### config.mk
export PLATFORM = sky130hd
export DESIGN_NAME = eld_loopback
export DESIGN_NICKNAME = d
export VERILOG_FILES = /design/src/logic/eld_pkg.sv /design/src/logic/eld_loopback.sv
export SDC_FILE = /design/constraint.sdc
export NUM_CORES = 1
export LEC_CHECK = 0
export BUFFER_PORTS_ARGS = -buffer_cell sky130_fd_sc_hd__buf_4
export CORE_UTILIZATION = 45
export DETAILED_ROUTE_END_ITERATION = 10
export GPL_TIMING_DRIVEN = 1
export PLACE_DENSITY = 0.62
export SYNTH_ARGS = -nofsm -noshare
export SYNTH_HDL_FRONTEND = slang
export SYNTH_SLANG_ARGS = --single-unit
### constraint.sdc
create_clock -name ref_clk_i -period 5.7 [get_ports ref_clk_i]
set_clock_uncertainty 0.2 [all_clocks]
set_input_delay 0.855 -clock ref_clk_i [delete_from_list [all_inputs] [get_ports ref_clk_i]]
set_output_delay 0.855 -clock ref_clk_i [all_outputs]
set_load 0.01 [all_outputs]
### src/logic/eld_pkg.sv
// constants of the ethernet loopback diagnostic block
// assumes one 25 MHz clock and a byte-wide register port
package eld_pkg;
  // ---------------------------------------------------------------
  // register offsets
  // ---------------------------------------------------------------
  localparam logic [5:0] ELD_CTRL  = 6'h00;
  localparam logic [5:0] ELD_DCFG  = 6'h04;
  localparam logic [5:0] ELD_TXCL  = 6'h08;
  localparam logic [5:0] ELD_TXCH  = 6'h0C;
  localparam logic [5:0] ELD_TPS   = 6'h10;
  localparam logic [5:0] ELD_THR   = 6'h14;
  localparam logic [5:0] ELD_ISTAT = 6'h18;
  localparam logic [5:0] ELD_TSTAT = 6'h1C;
  localparam logic [5:0] ELD_FIFO  = 6'h20;
  localparam logic [5:0] ELD_PHYS0 = 6'h24;
  localparam logic [5:0] ELD_PHYS5 = 6'h38;
  // ---------------------------------------------------------------
  // field positions
  // ---------------------------------------------------------------
  localparam int CTRL_LSEL_LO = 0;
  localparam int CTRL_LSEL_HI = 1;
  localparam int CTRL_CRC_INH = 2;
  localparam int CTRL_GO      = 3;
  localparam int DCFG_WTS     = 0;
  localparam int DCFG_BOS     = 1;
  localparam int IST_PRX      = 0;
  localparam int IST_PTX      = 1;
  localparam int TST_CRS      = 2;
  localparam int TST_CDH      = 4;
  localparam int TST_MATCH    = 5;
  localparam int TST_LINKF    = 6;
  // ---------------------------------------------------------------
  // reset values and counts
  // ---------------------------------------------------------------
  localparam logic [7:0] THR_RST       = 8'h04;
  localparam logic [5:0] PRE_LAST      = 6'h3F;
  localparam int         PREAMBLE_BITS = 56;
  localparam int         SYNCH_BITS    = 8;
  localparam logic [4:0] CRC_LAST      = 5'h1F;
  localparam logic [31:0] CRC_POLY     = 32'hEDB88320;
  localparam logic [2:0] FIFO_SYNC_CYC = 3'h4;
  localparam int         FIFO_HALF     = 8;
  localparam logic [1:0] APPEND_STEPS  = 2'h3;
  typedef enum logic [4:0] {
    TX_IDLE = 5'b00001,
    TX_PRE  = 5'b00010,
    TX_DATA = 5'b00100,
    TX_CRC  = 5'b01000,
    TX_DONE = 5'b10000
  } eld_tx_state_t;
endpackage

### src/logic/eld_loopback.sv
// loopback diagnostic path: dma fetch, serializer, receiver, fifo port
// assumes a buffer memory with a one-cycle ack and a serial codec
//
// Behaviour
// - select 01 ties serializer to deserializer
// - select 10 raises codec loop control
// - select 11 loops through the external medium
// - twisted pair link failure blocks transmitter under select 11 only
// - any loopback splits fifo into halves
// - memory fetches are byte fields only
// - dma fills fifo, decrements count, threshold
// - 56 preamble bits then 8-bit synch
// - crc appended unless crc bit set
// - completion sets packet sent flag
// - receiver checks destination address match
// - receive half wraps, keeps last eight
// - append low, high, high byte count
// - fifo reads advance pointer after sync
// - read during pending advance waits
// - internal loop reports carrier, heartbeat lost
// - packet received flag stays clear
`timescale 1ns/1ps
module eld_loopback
  import eld_pkg::*;
#(
  parameter int BIT_DIV = 2,
  parameter int HALF    = FIFO_HALF
) (
  input  wire logic        ref_clk_i,
  input  wire logic        rst_i,
  input  wire logic [5:0]  reg_addr_i,
  input  wire logic [7:0]  reg_wdata_i,
  input  wire logic        reg_wr_i,
  input  wire logic        reg_rd_i,
  output logic      [7:0]  reg_rdata_o,
  output logic             fifo_wait_o,
  output logic             mem_req_o,
  output logic      [15:0] mem_addr_o,
  input  wire logic        mem_ack_i,
  input  wire logic [15:0] mem_data_i,
  output logic             ser_tx_o,
  output logic             tx_en_o,
  output logic             codec_loop_control_o,
  input  wire logic        ser_rx_i,
  input  wire logic        carrier_i,
  input  wire logic        heartbeat_i,
  input  wire logic        link_fail_i
);
  localparam int PW = $clog2(HALF);
  if (BIT_DIV < 1 || HALF < 8 || (1 << PW) != HALF) begin : g_chk
    $error("eld_loopback: bad BIT_DIV or HALF");
  end

  // ---------------------------------------------------------------
  // pin synchronisers
  // ---------------------------------------------------------------
  logic [3:0] s1_reg, s2_reg;
  always_ff @(posedge ref_clk_i) begin
    s1_reg <= {ser_rx_i, carrier_i, heartbeat_i, link_fail_i};
    s2_reg <= s1_reg;
  end
  wire rx_pin = s2_reg[3];
  wire crs_s  = s2_reg[2];
  wire hb_s   = s2_reg[1];
  wire lf_s   = s2_reg[0];

  // ---------------------------------------------------------------
  // registers
  // ---------------------------------------------------------------
  logic [1:0]   lsel_reg;
  logic         crc_inh_reg, wts_reg, bos_reg;
  logic [7:0]   tps_reg, thr_reg;
  logic [15:0]  cnt_reg;
  logic [7:0]   phys_reg [6];
  logic         ptx_reg, crs_lost_reg, cdh_miss_reg, match_reg, bc_reg;
  logic         seen_crs_reg, seen_hb_reg;
  eld_tx_state_t state_reg;

  wire loop_on = |lsel_reg;
  wire mode1   = (lsel_reg == 2'b01);
  wire mode3   = (lsel_reg == 2'b11);
  wire wr_ctrl = reg_wr_i && (reg_addr_i == ELD_CTRL);
  // go looks at the select being written, not the one held before it
  wire go      = wr_ctrl && reg_wdata_i[CTRL_GO]
                 && (reg_wdata_i[1:0] != 2'b00) && (state_reg == TX_IDLE);
  wire [3:0] phys_idx = reg_addr_i[5:2] - 4'h9;
  wire phys_hit = (reg_addr_i >= ELD_PHYS0) && (reg_addr_i <= ELD_PHYS5)
                  && (reg_addr_i[1:0] == 2'b00);

  assign codec_loop_control_o = (lsel_reg == 2'b10);

  always_ff @(posedge ref_clk_i) begin
    if (rst_i) begin
      lsel_reg    <= 2'b00;
      crc_inh_reg <= 1'b0;
      wts_reg     <= 1'b0;
      bos_reg     <= 1'b0;
      tps_reg     <= 8'h00;
      thr_reg     <= THR_RST;
      for (int i = 0; i < 6; i++) phys_reg[i] <= 8'h00;
    end else if (reg_wr_i) begin
      if (reg_addr_i == ELD_CTRL && state_reg == TX_IDLE) begin
        lsel_reg    <= reg_wdata_i[CTRL_LSEL_HI:CTRL_LSEL_LO];
        crc_inh_reg <= reg_wdata_i[CTRL_CRC_INH];
      end
      if (reg_addr_i == ELD_DCFG) begin
        wts_reg <= reg_wdata_i[DCFG_WTS];
        bos_reg <= reg_wdata_i[DCFG_BOS];
      end
      if (reg_addr_i == ELD_TPS) tps_reg <= reg_wdata_i;
      if (reg_addr_i == ELD_THR) thr_reg <= reg_wdata_i;
      if (phys_hit) phys_reg[phys_idx[2:0]] <= reg_wdata_i;
    end
  end

  // ---------------------------------------------------------------
  // transmit half and local dma
  // ---------------------------------------------------------------
  logic [7:0]    tx_mem [HALF];
  logic [PW:0]   tx_wp_reg, tx_rp_reg;
  logic [15:0]   dma_addr_reg, send_left_reg;
  logic          burst_reg, pop;
  wire  [PW:0]   occ    = tx_wp_reg - tx_rp_reg;
  wire           full   = (occ == PW'(0) + (PW+1)'(HALF));
  wire  [15:0]   step   = wts_reg ? 16'h0002 : 16'h0001;
  wire  [7:0]    lane   = bos_reg ? mem_data_i[15:8] : mem_data_i[7:0];
  wire           tx_run = (state_reg != TX_IDLE) && (state_reg != TX_DONE);

  assign mem_req_o  = tx_run && burst_reg && (cnt_reg != 16'h0000) && !full;
  assign mem_addr_o = dma_addr_reg;
  wire   take       = mem_req_o && mem_ack_i;

  always_ff @(posedge ref_clk_i) begin
    if (take) tx_mem[tx_wp_reg[PW-1:0]] <= lane;
  end

  always_ff @(posedge ref_clk_i) begin
    if (rst_i) begin
      cnt_reg      <= 16'h0000;
      dma_addr_reg <= 16'h0000;
      tx_wp_reg    <= '0;
      burst_reg    <= 1'b0;
    end else begin
      if (reg_wr_i && reg_addr_i == ELD_TXCL) cnt_reg[7:0]  <= reg_wdata_i;
      if (reg_wr_i && reg_addr_i == ELD_TXCH) cnt_reg[15:8] <= reg_wdata_i;
      if (go) begin
        dma_addr_reg <= {tps_reg, 8'h00};
        tx_wp_reg    <= '0;
        burst_reg    <= 1'b1;
      end else if (take) begin
        dma_addr_reg <= dma_addr_reg + step;
        cnt_reg      <= (cnt_reg > step) ? cnt_reg - step : 16'h0000;
        tx_wp_reg    <= tx_wp_reg + 1'b1;
      end
      if (!go && full) burst_reg <= 1'b0;
      else if (!go && {{(7-PW){1'b0}}, occ} < thr_reg) burst_reg <= 1'b1;
    end
  end

  // ---------------------------------------------------------------
  // serializer
  // ---------------------------------------------------------------
  logic [$clog2(BIT_DIV+1)-1:0] div_reg;
  wire bit_en = (div_reg == '0);
  always_ff @(posedge ref_clk_i) begin
    if (rst_i || bit_en) div_reg <= $bits(div_reg)'(BIT_DIV - 1);
    else div_reg <= div_reg - 1'b1;
  end

  logic [5:0]  pre_reg;
  logic [4:0]  crc_cnt_reg;
  logic [2:0]  bit_reg;
  logic [7:0]  sh_reg;
  logic [31:0] crc_reg;
  logic        tx_bit_reg, tx_en_reg;
  wire  [7:0]  head = tx_mem[tx_rp_reg[PW-1:0]];
  wire   pre_bit = ~pre_reg[0] | (pre_reg == PRE_LAST);
  wire   cur_bit = (state_reg == TX_PRE)  ? pre_bit :
                   (state_reg == TX_DATA) ? sh_reg[bit_reg] : ~crc_reg[0];
  wire   crc_fb  = crc_reg[0] ^ sh_reg[bit_reg];
  wire   byte_end = bit_en && (state_reg == TX_DATA) && (bit_reg == 3'h7);
  assign pop = (bit_en && state_reg == TX_PRE && pre_reg == PRE_LAST)
               || (byte_end && send_left_reg != 16'h0000 && occ != '0);

  always_ff @(posedge ref_clk_i) begin
    if (rst_i) begin
      state_reg     <= TX_IDLE;
      pre_reg       <= 6'h00;
      crc_cnt_reg   <= 5'h00;
      bit_reg       <= 3'h0;
      sh_reg        <= 8'h00;
      crc_reg       <= 32'hFFFFFFFF;
      tx_rp_reg     <= '0;
      send_left_reg <= 16'h0000;
      tx_bit_reg    <= 1'b0;
      tx_en_reg     <= 1'b0;
    end else begin
      if (pop) begin
        sh_reg        <= head;
        tx_rp_reg     <= tx_rp_reg + 1'b1;
        send_left_reg <= send_left_reg - 16'h0001;
      end
      if (bit_en) begin
        tx_bit_reg <= cur_bit;
        tx_en_reg  <= tx_run && !(state_reg == TX_PRE && pre_reg == 6'h00 && occ == '0);
      end
      case (state_reg)
        TX_IDLE: if (go) begin
          state_reg     <= TX_PRE;
          pre_reg       <= 6'h00;
          tx_rp_reg     <= '0;
          crc_reg       <= 32'hFFFFFFFF;
          send_left_reg <= wts_reg ? {1'b0, cnt_reg[15:1]} : cnt_reg;
        end
        // preamble waits for the first fetched byte before it starts
        TX_PRE: if (bit_en && (pre_reg != 6'h00 || occ != '0)) begin
          pre_reg <= pre_reg + 6'h01;
          if (pre_reg == PRE_LAST) begin
            state_reg <= TX_DATA;
            bit_reg   <= 3'h0;
          end
        end
        TX_DATA: if (bit_en) begin
          bit_reg <= bit_reg + 3'h1;
          crc_reg <= {1'b0, crc_reg[31:1]} ^ (crc_fb ? CRC_POLY : 32'h0);
          if (byte_end && !pop) begin
            state_reg   <= crc_inh_reg ? TX_DONE : TX_CRC;
            crc_cnt_reg <= 5'h00;
          end
        end
        TX_CRC: if (bit_en) begin
          crc_reg     <= {1'b0, crc_reg[31:1]};
          crc_cnt_reg <= crc_cnt_reg + 5'h01;
          if (crc_cnt_reg == CRC_LAST) state_reg <= TX_DONE;
        end
        TX_DONE: if (bit_en) state_reg <= TX_IDLE;
        default: state_reg <= TX_IDLE;
      endcase
    end
  end

  assign ser_tx_o = tx_bit_reg;
  assign tx_en_o  = tx_en_reg && !(mode3 && lf_s);

  // ---------------------------------------------------------------
  // transmit status
  // ---------------------------------------------------------------
  wire done = (state_reg == TX_DONE) && bit_en;
  wire clr_ptx = reg_wr_i && (reg_addr_i == ELD_ISTAT) && reg_wdata_i[IST_PTX];
  always_ff @(posedge ref_clk_i) begin
    if (rst_i) begin
      ptx_reg      <= 1'b0;
      crs_lost_reg <= 1'b0;
      cdh_miss_reg <= 1'b0;
      seen_crs_reg <= 1'b0;
      seen_hb_reg  <= 1'b0;
    end else begin
      if (done) ptx_reg <= 1'b1;
      else if (clr_ptx) ptx_reg <= 1'b0;
      if (go) begin
        seen_crs_reg <= 1'b0;
        seen_hb_reg  <= 1'b0;
      end else begin
        if (crs_s) seen_crs_reg <= 1'b1;
        if (hb_s) seen_hb_reg <= 1'b1;
      end
      if (done) begin
        crs_lost_reg <= mode1 || !seen_crs_reg;
        cdh_miss_reg <= mode1 || !seen_hb_reg;
      end
    end
  end

  // ---------------------------------------------------------------
  // receiver into the receive half
  // ---------------------------------------------------------------
  logic [7:0]    rx_mem [HALF];
  logic [PW-1:0] rx_wp_reg;
  logic [7:0]    rsh_reg;
  logic [2:0]    rbit_reg;
  logic [15:0]   rn_reg;
  logic [1:0]    app_reg;
  logic          rsync_reg;
  wire rx_bit = mode1 ? tx_bit_reg : rx_pin;
  wire rx_car = mode1 ? tx_en_reg : crs_s;
  wire [7:0] rbyte = {rx_bit, rsh_reg[7:1]};
  wire got = bit_en && loop_on && rx_car && rsync_reg && (rbit_reg == 3'h7);
  wire app = (app_reg != 2'b00);
  wire rx_we = got || app;
  wire [7:0] rx_wd = got ? rbyte : (app_reg == APPEND_STEPS) ? rn_reg[7:0] : rn_reg[15:8];

  always_ff @(posedge ref_clk_i) begin
    if (rx_we) rx_mem[rx_wp_reg] <= rx_wd;
  end

  always_ff @(posedge ref_clk_i) begin
    if (rst_i) begin
      rx_wp_reg <= '0;
      rsh_reg   <= 8'h00;
      rbit_reg  <= 3'h0;
      rn_reg    <= 16'h0000;
      app_reg   <= 2'b00;
      rsync_reg <= 1'b0;
      match_reg <= 1'b0;
      bc_reg    <= 1'b0;
    end else begin
      if (rx_we) rx_wp_reg <= rx_wp_reg + 1'b1;
      if (app) app_reg <= app_reg - 2'b01;
      if (bit_en && loop_on) begin
        if (rx_car) begin
          rsh_reg <= rbyte;
          if (!rsync_reg && rsh_reg[7] && rx_bit) begin
            rsync_reg <= 1'b1;
            rbit_reg  <= 3'h0;
            rn_reg    <= 16'h0000;
            rx_wp_reg <= '0;
            match_reg <= 1'b1;
            bc_reg    <= 1'b1;
          end else if (rsync_reg) begin
            rbit_reg <= rbit_reg + 3'h1;
          end
          if (got) begin
            rn_reg <= rn_reg + 16'h0001;
            if (rn_reg < 16'h0006) begin
              match_reg <= match_reg && (rbyte == phys_reg[rn_reg[2:0]]);
              bc_reg    <= bc_reg && (rbyte == 8'hFF);
            end
          end
        end else begin
          // a stale last bit would fake the synch pair at the next frame
          rsh_reg <= 8'h00;
          if (rsync_reg) begin
            rsync_reg <= 1'b0;
            app_reg   <= APPEND_STEPS;
          end
        end
      end
    end
  end

  // ---------------------------------------------------------------
  // fifo read port and register reads
  // ---------------------------------------------------------------
  logic [PW-1:0] rd_ptr_reg;
  logic [2:0]    adv_reg;
  logic          held_reg;
  logic [7:0]    rdata_reg;
  logic [7:0]    rd_mux;
  wire fifo_rd = reg_rd_i && (reg_addr_i == ELD_FIFO);
  wire busy    = (adv_reg != 3'h0);
  wire serve   = (fifo_rd || held_reg) && !busy;

  always_comb begin
    rd_mux = 8'h00;
    case (reg_addr_i)
      ELD_CTRL:  rd_mux = {5'h00, crc_inh_reg, lsel_reg};
      ELD_DCFG:  rd_mux = {6'h00, bos_reg, wts_reg};
      ELD_TXCL:  rd_mux = cnt_reg[7:0];
      ELD_TXCH:  rd_mux = cnt_reg[15:8];
      ELD_TPS:   rd_mux = tps_reg;
      ELD_THR:   rd_mux = thr_reg;
      ELD_ISTAT: rd_mux = 8'(ptx_reg) << IST_PTX;
      ELD_TSTAT: rd_mux = (8'(crs_lost_reg) << TST_CRS) | (8'(cdh_miss_reg) << TST_CDH)
                        | (8'(match_reg | bc_reg) << TST_MATCH) | (8'(lf_s) << TST_LINKF);
      default:   rd_mux = phys_hit ? phys_reg[phys_idx[2:0]] : 8'h00;
    endcase
  end

  always_ff @(posedge ref_clk_i) begin
    if (rst_i) begin
      rd_ptr_reg <= '0;
      adv_reg    <= 3'h0;
      held_reg   <= 1'b0;
      rdata_reg  <= 8'h00;
    end else begin
      if (go) rd_ptr_reg <= '0;
      else if (adv_reg == 3'h1) rd_ptr_reg <= rd_ptr_reg + 1'b1;
      if (serve) begin
        rdata_reg <= rx_mem[rd_ptr_reg];
        adv_reg   <= FIFO_SYNC_CYC;
        held_reg  <= 1'b0;
      end else begin
        if (busy) adv_reg <= adv_reg - 3'h1;
        if (fifo_rd) held_reg <= 1'b1;
      end
      if (reg_rd_i && !fifo_rd) rdata_reg <= rd_mux;
    end
  end

  assign reg_rdata_o = rdata_reg;
  assign fifo_wait_o = held_reg;
endmodule // eld_loopback

==> summary.txt, run 1 <==
Outcome
  – Status: complete, no violations

Power and ir drop
  – Power Total: 6550 uW
  – Cell leakage power: 0.00758 uW
  – Flop pwr share: 0.473
  – Combinational Power Share: 0.068
  – Net Sw Frac: 0.229
  – Sw Pwr: 1500 uW
  – Clk pwr share: 0.460
  – Max rail drop VDD: 0.245 mV
  – Internal Dissipation: 5050 uW
  – P per Cell Area: 309 nW/um2

Synthesis
  – Area leader, netlist: edfxtp_1
  – Most frequent cell after synthesis: nor2_1
  – Syn avg cell area: 10.9 um2
  – Yosys cell types: 72
  – FF+latch count, synth: 401
  – Warnings, synthesis: 0
  – Post-synth top area share: 0.308
  – Post-synth net total: 1787
  – Prevailing post-synth register cell: dfxtp_1
  – Area contributors post-synth: edfxtp_1, dfxtp_1, mux4_2, nor2_1, nand2_1
  – Gate count of the mapped netlist: approximately 1700
  – Synth top cells by count: nor2_1, dfxtp_1, edfxtp_1
  – Seq/Total Area, Yosys: 0.532
  – Post-synth ARST share: 0
  – EDFF count, synth: roughly 190
  – Synthesized area: 18700 um2

Finish
  – Final instance area: between 20000 and 25000 um2
  – Area grow syn2layout: 13.2%
  – Nets: 1816
  – Final core utilization: 0.518
  – Share of cells above drive strength 1: 0.148
  – Inserted Diodes: 0

Clocking
  – Worst skew pair latency: 0.59 ns
  – CTS root buf: clkbuf_16
  – Max Root-Sink Buffers: 3
  – Clock Pin Slew Worst Setup and Hold Paths: roughly 0.060 ns
  – Num CTS Buffers: 44
  – TritonCTS clock tree: done
  – Total clock sinks: roughly 400
  – Htree depth: 2
  – Post-CTS Setup Bufs: 0
  – CTS Hold Bufs: 0
  – Post_cts resized: 0

Routing
  – DRT Pass-1 Iters: 7
  – DRT antenna net count: 0
  – Routed vias: 13300
  – WL final: about 47000 um
  – Average wire per standard cell: 20.4 um
  – Via density: 5.77
  – DRC: 0
  – Number of DRC markers in iteration 0: 1374

Critical path
  – R2r setup slk: approximately 1.8 ns
  – Critical path required time: 4.64 ns
  – CP Capture Type: output port
  – R2R Path End: tx_mem[6][5]
  – CP Class: reg -> out
  – Worst reg2reg path depth: 11
  – Worst-path maximum fanout: 20
  – WP data arrival: around 3.3 ns
  – Crit Reg-Reg Startpoint: tx_rp_reg[0]
  – Crit path launch type: flop

STA
  – # setup viols final: 0
  – Minimum clock period: 4.38 ns
  – Slew @ Worst Pin: 1.13 ns
  – Slew margin rel.: 0.245
  – Final period utilization: 0.769
  – Final Hold Fails: 0
  – Fmax: ~230 MHz
  – Setup TNS: 0 ns
  – Final hold slack: 0.129 ns
  – Slew Limit Fails: 0
  – RSZ-0062 raised after global routing: false

Placed design
  – Buffers on Ports: 67
  – Cell Area, Placed: 19600 um2
  – Routability congestion estimate from global placement: 0.834
  – Hpwl dp: 32500 um

Floorplan
  – Die area: roughly 42000 um2
  – Horiz. Die Dim: 206 um
  – Die H: 206 um
  – IO Count: around 70
  – # rows: 74
  – Starting Density: 0.457
  – Core Region: 40900 um2

Global routing
  – Vias in the first global route: 12500
  – Grt ovf: 0
  – GR Util All Layers: 0.225
  – Largest net degree at the start of global routing: 60
  – First-pass GRT wire length: 72900 um
  – Initial antenna violation count: 1

Min path
  – HP Class: reg -> reg
  – Hold Crit Depth: 0
  – Hold path start: s1_reg[0]
  – Worst Hold End: s2_reg[0]

Run
  – Max Cap Viol: 0
==> layout by cell type, fill, tap and decap left out, types with 12 or more instances in the layout <==
cell type	synthesis	final
a211oi_1	64	63
a21oi_1	66	66
a221oi_1	12	12
a22oi_1	12	12
a311oi_1	16	16
and3_1	19	19
buf_4	1	93
clkbuf_16	0	44
dfxtp_1	209	209
edfxtp_1	192	192
ha_1	34	34
inv_1	40	40
mux2_2	16	16
mux2i_1	57	57
mux4_2	60	60
nand2_1	155	155
nand2b_1	18	18
nand3_1	47	47
nand4_1	16	16
nor2_1	227	227
nor2b_1	30	30
nor3_1	44	44
nor4_1	14	14
o21ai_0	39	39
o21bai_1	18	18
or3_1	14	14
xnor2_1	29	29
xor2_1	46	46
==> worst max path at each step <==
stage,cells past startpoint,to,slack (ns),start
finish,10,mem_req_o,1.32,tx_rp_reg[0]
global route,10,mem_req_o,1.11,tx_rp_reg[0]
CTS,10,mem_req_o,1.27,tx_rp_reg[0]
detailed placement,10,phys_reg[6][4],1.45,reg_addr_i[2]
global placement,10,phys_reg[6][4],1.51,reg_addr_i[2]
floorplan,11,tx_mem[4][0],1.68,tx_rp_reg[1]
==> stage by stage <==
stage	worst slack (ns)	std cells
detailed placement	1.45	2226
CTS	1.27	2308
floorplan	1.68	1711
global placement	1.51	2226
finish	1.32	2308
global route	1.11	2308
==> power groups by stage <==
stage	Combinational, uW	Sequential (uW)	Clock (uW)
global placement	437	3160	0
finish	443	3100	3010
CTS	444	3100	3060
floorplan	325	3130	0
global route	484	3100	3180
detailed placement	443	3160	0
==> logic make-up after synthesis <==
kind of cell	Yosys count	share of synthesized area
and+or+nand+nor	635	0.159
AOI/OAI and AO/OA	279	0.103
buffers and inverters	151	0.0328
DFF	401	0.532
muxes	133	0.112
adders and majority gates	37	0.0259
xor gates and xnor gates	75	0.0351
==> layer usage <==
metal  routed length [um]  vias up  global-route usage
met5                   13        -                   0
met4                 1190        2              0.0680
met3                 2860       81              0.0413
met2                21200      416               0.341
met1                21800     6499               0.325
li1                     -     6326                   -
==> critical path, stage by stage, from the launching register on <==
cell,delay (ns)
dfxtp_1,0.31
buf_4,0.34
ha_1,0.24
inv_1,0.06
fa_1,0.37
xor2_1,0.19
nor3b_1,0.29
or3b_2,0.57
o31ai_1,0.10
nor2_1,0.10
buf_4,0.17
==> layout make-up <==
class	count	area [um2]
clock buffers	59	1220
multi-input cells	1159	8180
clock inverters	23	322
repair buffers	93	698
flip-flops and latches	401	9950
well taps	532	666
inverters	41	154
fillers	3548	19700
No activity file was read; power rests on OpenSTA's default activity.
==> run 2, diff against run 1 <==
==> constraint.sdc (replaced) <==
create_clock -name ref_clk_i -period 4.6 [get_ports ref_clk_i]
set_clock_uncertainty 0.2 [all_clocks]
set_input_delay 0.69 -clock ref_clk_i [delete_from_list [all_inputs] [get_ports ref_clk_i]]
set_output_delay 0.69 -clock ref_clk_i [all_outputs]
set_load 0.01 [all_outputs]
==> summary.txt, run 2 (synthesis gave the netlist of run 1 again) <==
Outcome
  – Status: complete, no violations

STA
  – Slew Limit Fails: 0 (unchanged)
  – RSZ-0062 raised after global routing: false
  – Slew @ Worst Pin: 1.14 ns (+0.0138 ns)
  – Setup TNS: 0 ns (unchanged)
  – Slew margin rel.: 0.237 (-0.00827)
  – Post-route setup slack: 0.476 ns (-0.841 ns)
  – Final period utilization: 0.897
  – Fmax: 242 MHz
  – # setup viols final: 0 (unchanged)
  – Final Hold Fails: 0 (unchanged)
  – Minimum clock period: 4.12 ns

Floorplan
  – IO Count: 68 (unchanged)
  – Die area: 42400 um2 (unchanged)
  – Die H: 206 um (unchanged)
  – Starting Density: 0.457 (unchanged)
  – # rows: 74 (unchanged)
  – Core Region: 40900 um2 (unchanged)
  – Horiz. Die Dim: 206 um (unchanged)

Critical path
  – Worst-path maximum fanout: 8 (-60%)
  – CP Class: reg -> out
  – Critical path's slowest cell: or3b_2
  – Slowest cell delay on critical path: 0.58 ns (about the same)
  – Critical path required time: 3.71 ns (-0.93 ns)
  – Crit Reg-Reg Startpoint: cnt_reg[10]
  – Crit path top cell by count: inv_1
  – R2r setup slk: 0.94 ns (-0.90 ns)
  – CP Capture Type: output port
  – Worst reg2reg path depth: 7 (-4)
  – Crit path launch type: flop
  – Crit-path cells: inv_1, ha_1, inv_1, fa_1, nor3b_1, or3b_2, o31ai_1, nor2_1, buf_4
  – R2R Path End: cnt_reg[15]
  – WP data arrival: 3.23 ns (-0.10 ns)

Min path
  – Hold path start: link_fail_i
  – Worst Hold End: s1_reg[0]
  – Hold Crit Depth: 1 (+1)
  – HP Class: in -> reg

Finish
  – Most common cell after layout, fill and taps aside: nor2_1
  – Final core utilization: 0.518 (about the same)
  – Share of cells above drive strength 1: 0.146 (-0.00115)
  – Nets: 1832 (+0.88%)
  – Area grow syn2layout: 13.3% (about the same)
  – Final non-filler cell total: 2323 (+0.65%)
  – Most frequent cells in the layout: nor2_1, dfxtp_1, edfxtp_1

Global routing
  – Initial antenna violation count: 0 (-1)
  – First-pass GRT wire length: 72700 um (-0.26%)
  – Largest net degree at the start of global routing: 60 (unchanged)
  – Vias in the first global route: 12900 (+2.9%)
  – Grt ovf: 0 (unchanged)
  – GR Util All Layers: 0.224 (-0.00107)

Power and ir drop
  – Max rail drop VDD: 0.249 mV (+1.8%)
  – Cell leakage power: 0.00759 uW (+0.23%)
  – P per Cell Area: 372 nW/um2 (+20%)

Placed design
  – Buffers on Ports: 67 (unchanged)
  – Hpwl dp: 32100 um (-1.1%)
  – Placed insts: 2240 (+0.63%)
  – Routability congestion estimate from global placement: 0.828 (-0.71%)
  – Place WS: 0.881 ns (-0.565 ns)

Clocking
  – Clock Pin Slew Worst Setup and Hold Paths: 0.06 ns (about the same)
  – Htree depth: 2 (unchanged)
  – Max Root-Sink Buffers: 3 (unchanged)
  – Post_cts resized: 0 (unchanged)
  – Worst skew pair latency: 0.56 ns (-0.03 ns)
  – Num CTS Buffers: 44 (unchanged)
  – Total clock sinks: 401 (unchanged)
  – TritonCTS clock tree: done
  – CTS root buf: clkbuf_16

Routing
  – DRT Pass-1 Iters: 5 (-2)
  – DRT antenna net count: 0 (unchanged)
  – Routed vias: 13400 (+0.50%)
  – Via density: 5.76 (-0.15%)
  – Number of DRC markers in iteration 0: 1182 (-14%)
  – Average wire per standard cell: 20.1 um (-1.3%)
  – WL final: 46700 um (-0.68%)
  – DRC: 0 (unchanged)

Run
  – Max Cap Viol: 0 (unchanged)
run 2: cell count changes in the layout (fill, tap and decap cells not counted), moves of 2 or more:
| cell | change |
|---|---|
| clkinv_4 | -3 |
| clkbuf_2 | -2 |
| buf_4 | +14 |
| clkinv_1 | +4 |
| clkinv_2 | -2 |
| inv_6 | -3 |
| clkbuf_16 | +3 |
| bufinv_16 | -3 |
| dlygate4sd3_1 | +2 |
| clkinvlp_4 | -2 |
| clkbuf_1 | +8 |
| clkbuf_8 | -3 |
run 2: what timing repair did:
action,CTS,global route
buffers inserted,0,0
hold buffers,2,0
hold endpoints to repair,2,0
run 2: power breakdown:
part	switching (uW)	total (uW)	internal, uW	leakage [uW]
Sequential	49.1	3830	3780	0.00343
Combinational	307	560	253	0.00347
Clock	1410	3500	2090	0.000695
run 2: area by class of cell:
cell class / instances / area, um2
multi-input combinational: 1159 / 8180
timing repair buffer: 109 / 823
sequential: 401 / 9950
inverter: 41 / 154
clock inverter: 15 / 160
fill: 3635 / 19700
antenna: 1 / 2.50
tap: 532 / 666
clock buffer: 65 / 1270
run 2: worst max path at each step:
stage | startpoint | endpoint | slack [ns] | depth (start not counted)
2_1_floorplan | tx_rp_reg[1] | tx_mem[4][0] | 0.58 | 11
3_3_place_gp | reg_addr_i[2] | crc_reg[19] | 0.96 | 11
3_5_place_dp | reg_addr_i[2] | crc_reg[30] | 0.88 | 11
4_1_cts | tx_wp_reg[0] | mem_req_o | 0.46 | 9
5_1_grt | tx_wp_reg[0] | mem_req_o | 0.32 | 9
6_report | tx_wp_reg[0] | mem_req_o | 0.48 | 9
run 2: critical path: cells and delay by family (launching register included):
family                   cells  cell delay, ns
buffers and inverters        3            0.38
AND/OR/NAND/NOR              3            1.03
flip-flops                   1            0.49
adder cells (fa/ha/maj)      2            0.67
AO/OA/AOI/OAI                1            0.11
run 2: per-layer routing:
metal | GRT usage | vias up | share of wire
met3 | 0.0415 | 66 | 0.063
met2 | 0.349 | 381 | 0.46
li1 | - | 6355 | -
met1 | 0.313 | 6589 | 0.46
met4 | 0.0714 | 0 | 0.023
met5 | 0 | - | 0
run 2: metrics by stage:
stage / hold WS (ns) / area (um2) / power, uW
global placement: 0.111 / 19700 / 4460
finish: 0.0328 / 21200 / 7890
CTS: 0.000140 / 21200 / 7960
floorplan: 0.110 / 18700 / 4290
detailed placement: 0.114 / 19700 / 4470
global route: 0.00644 / 21200 / 8170
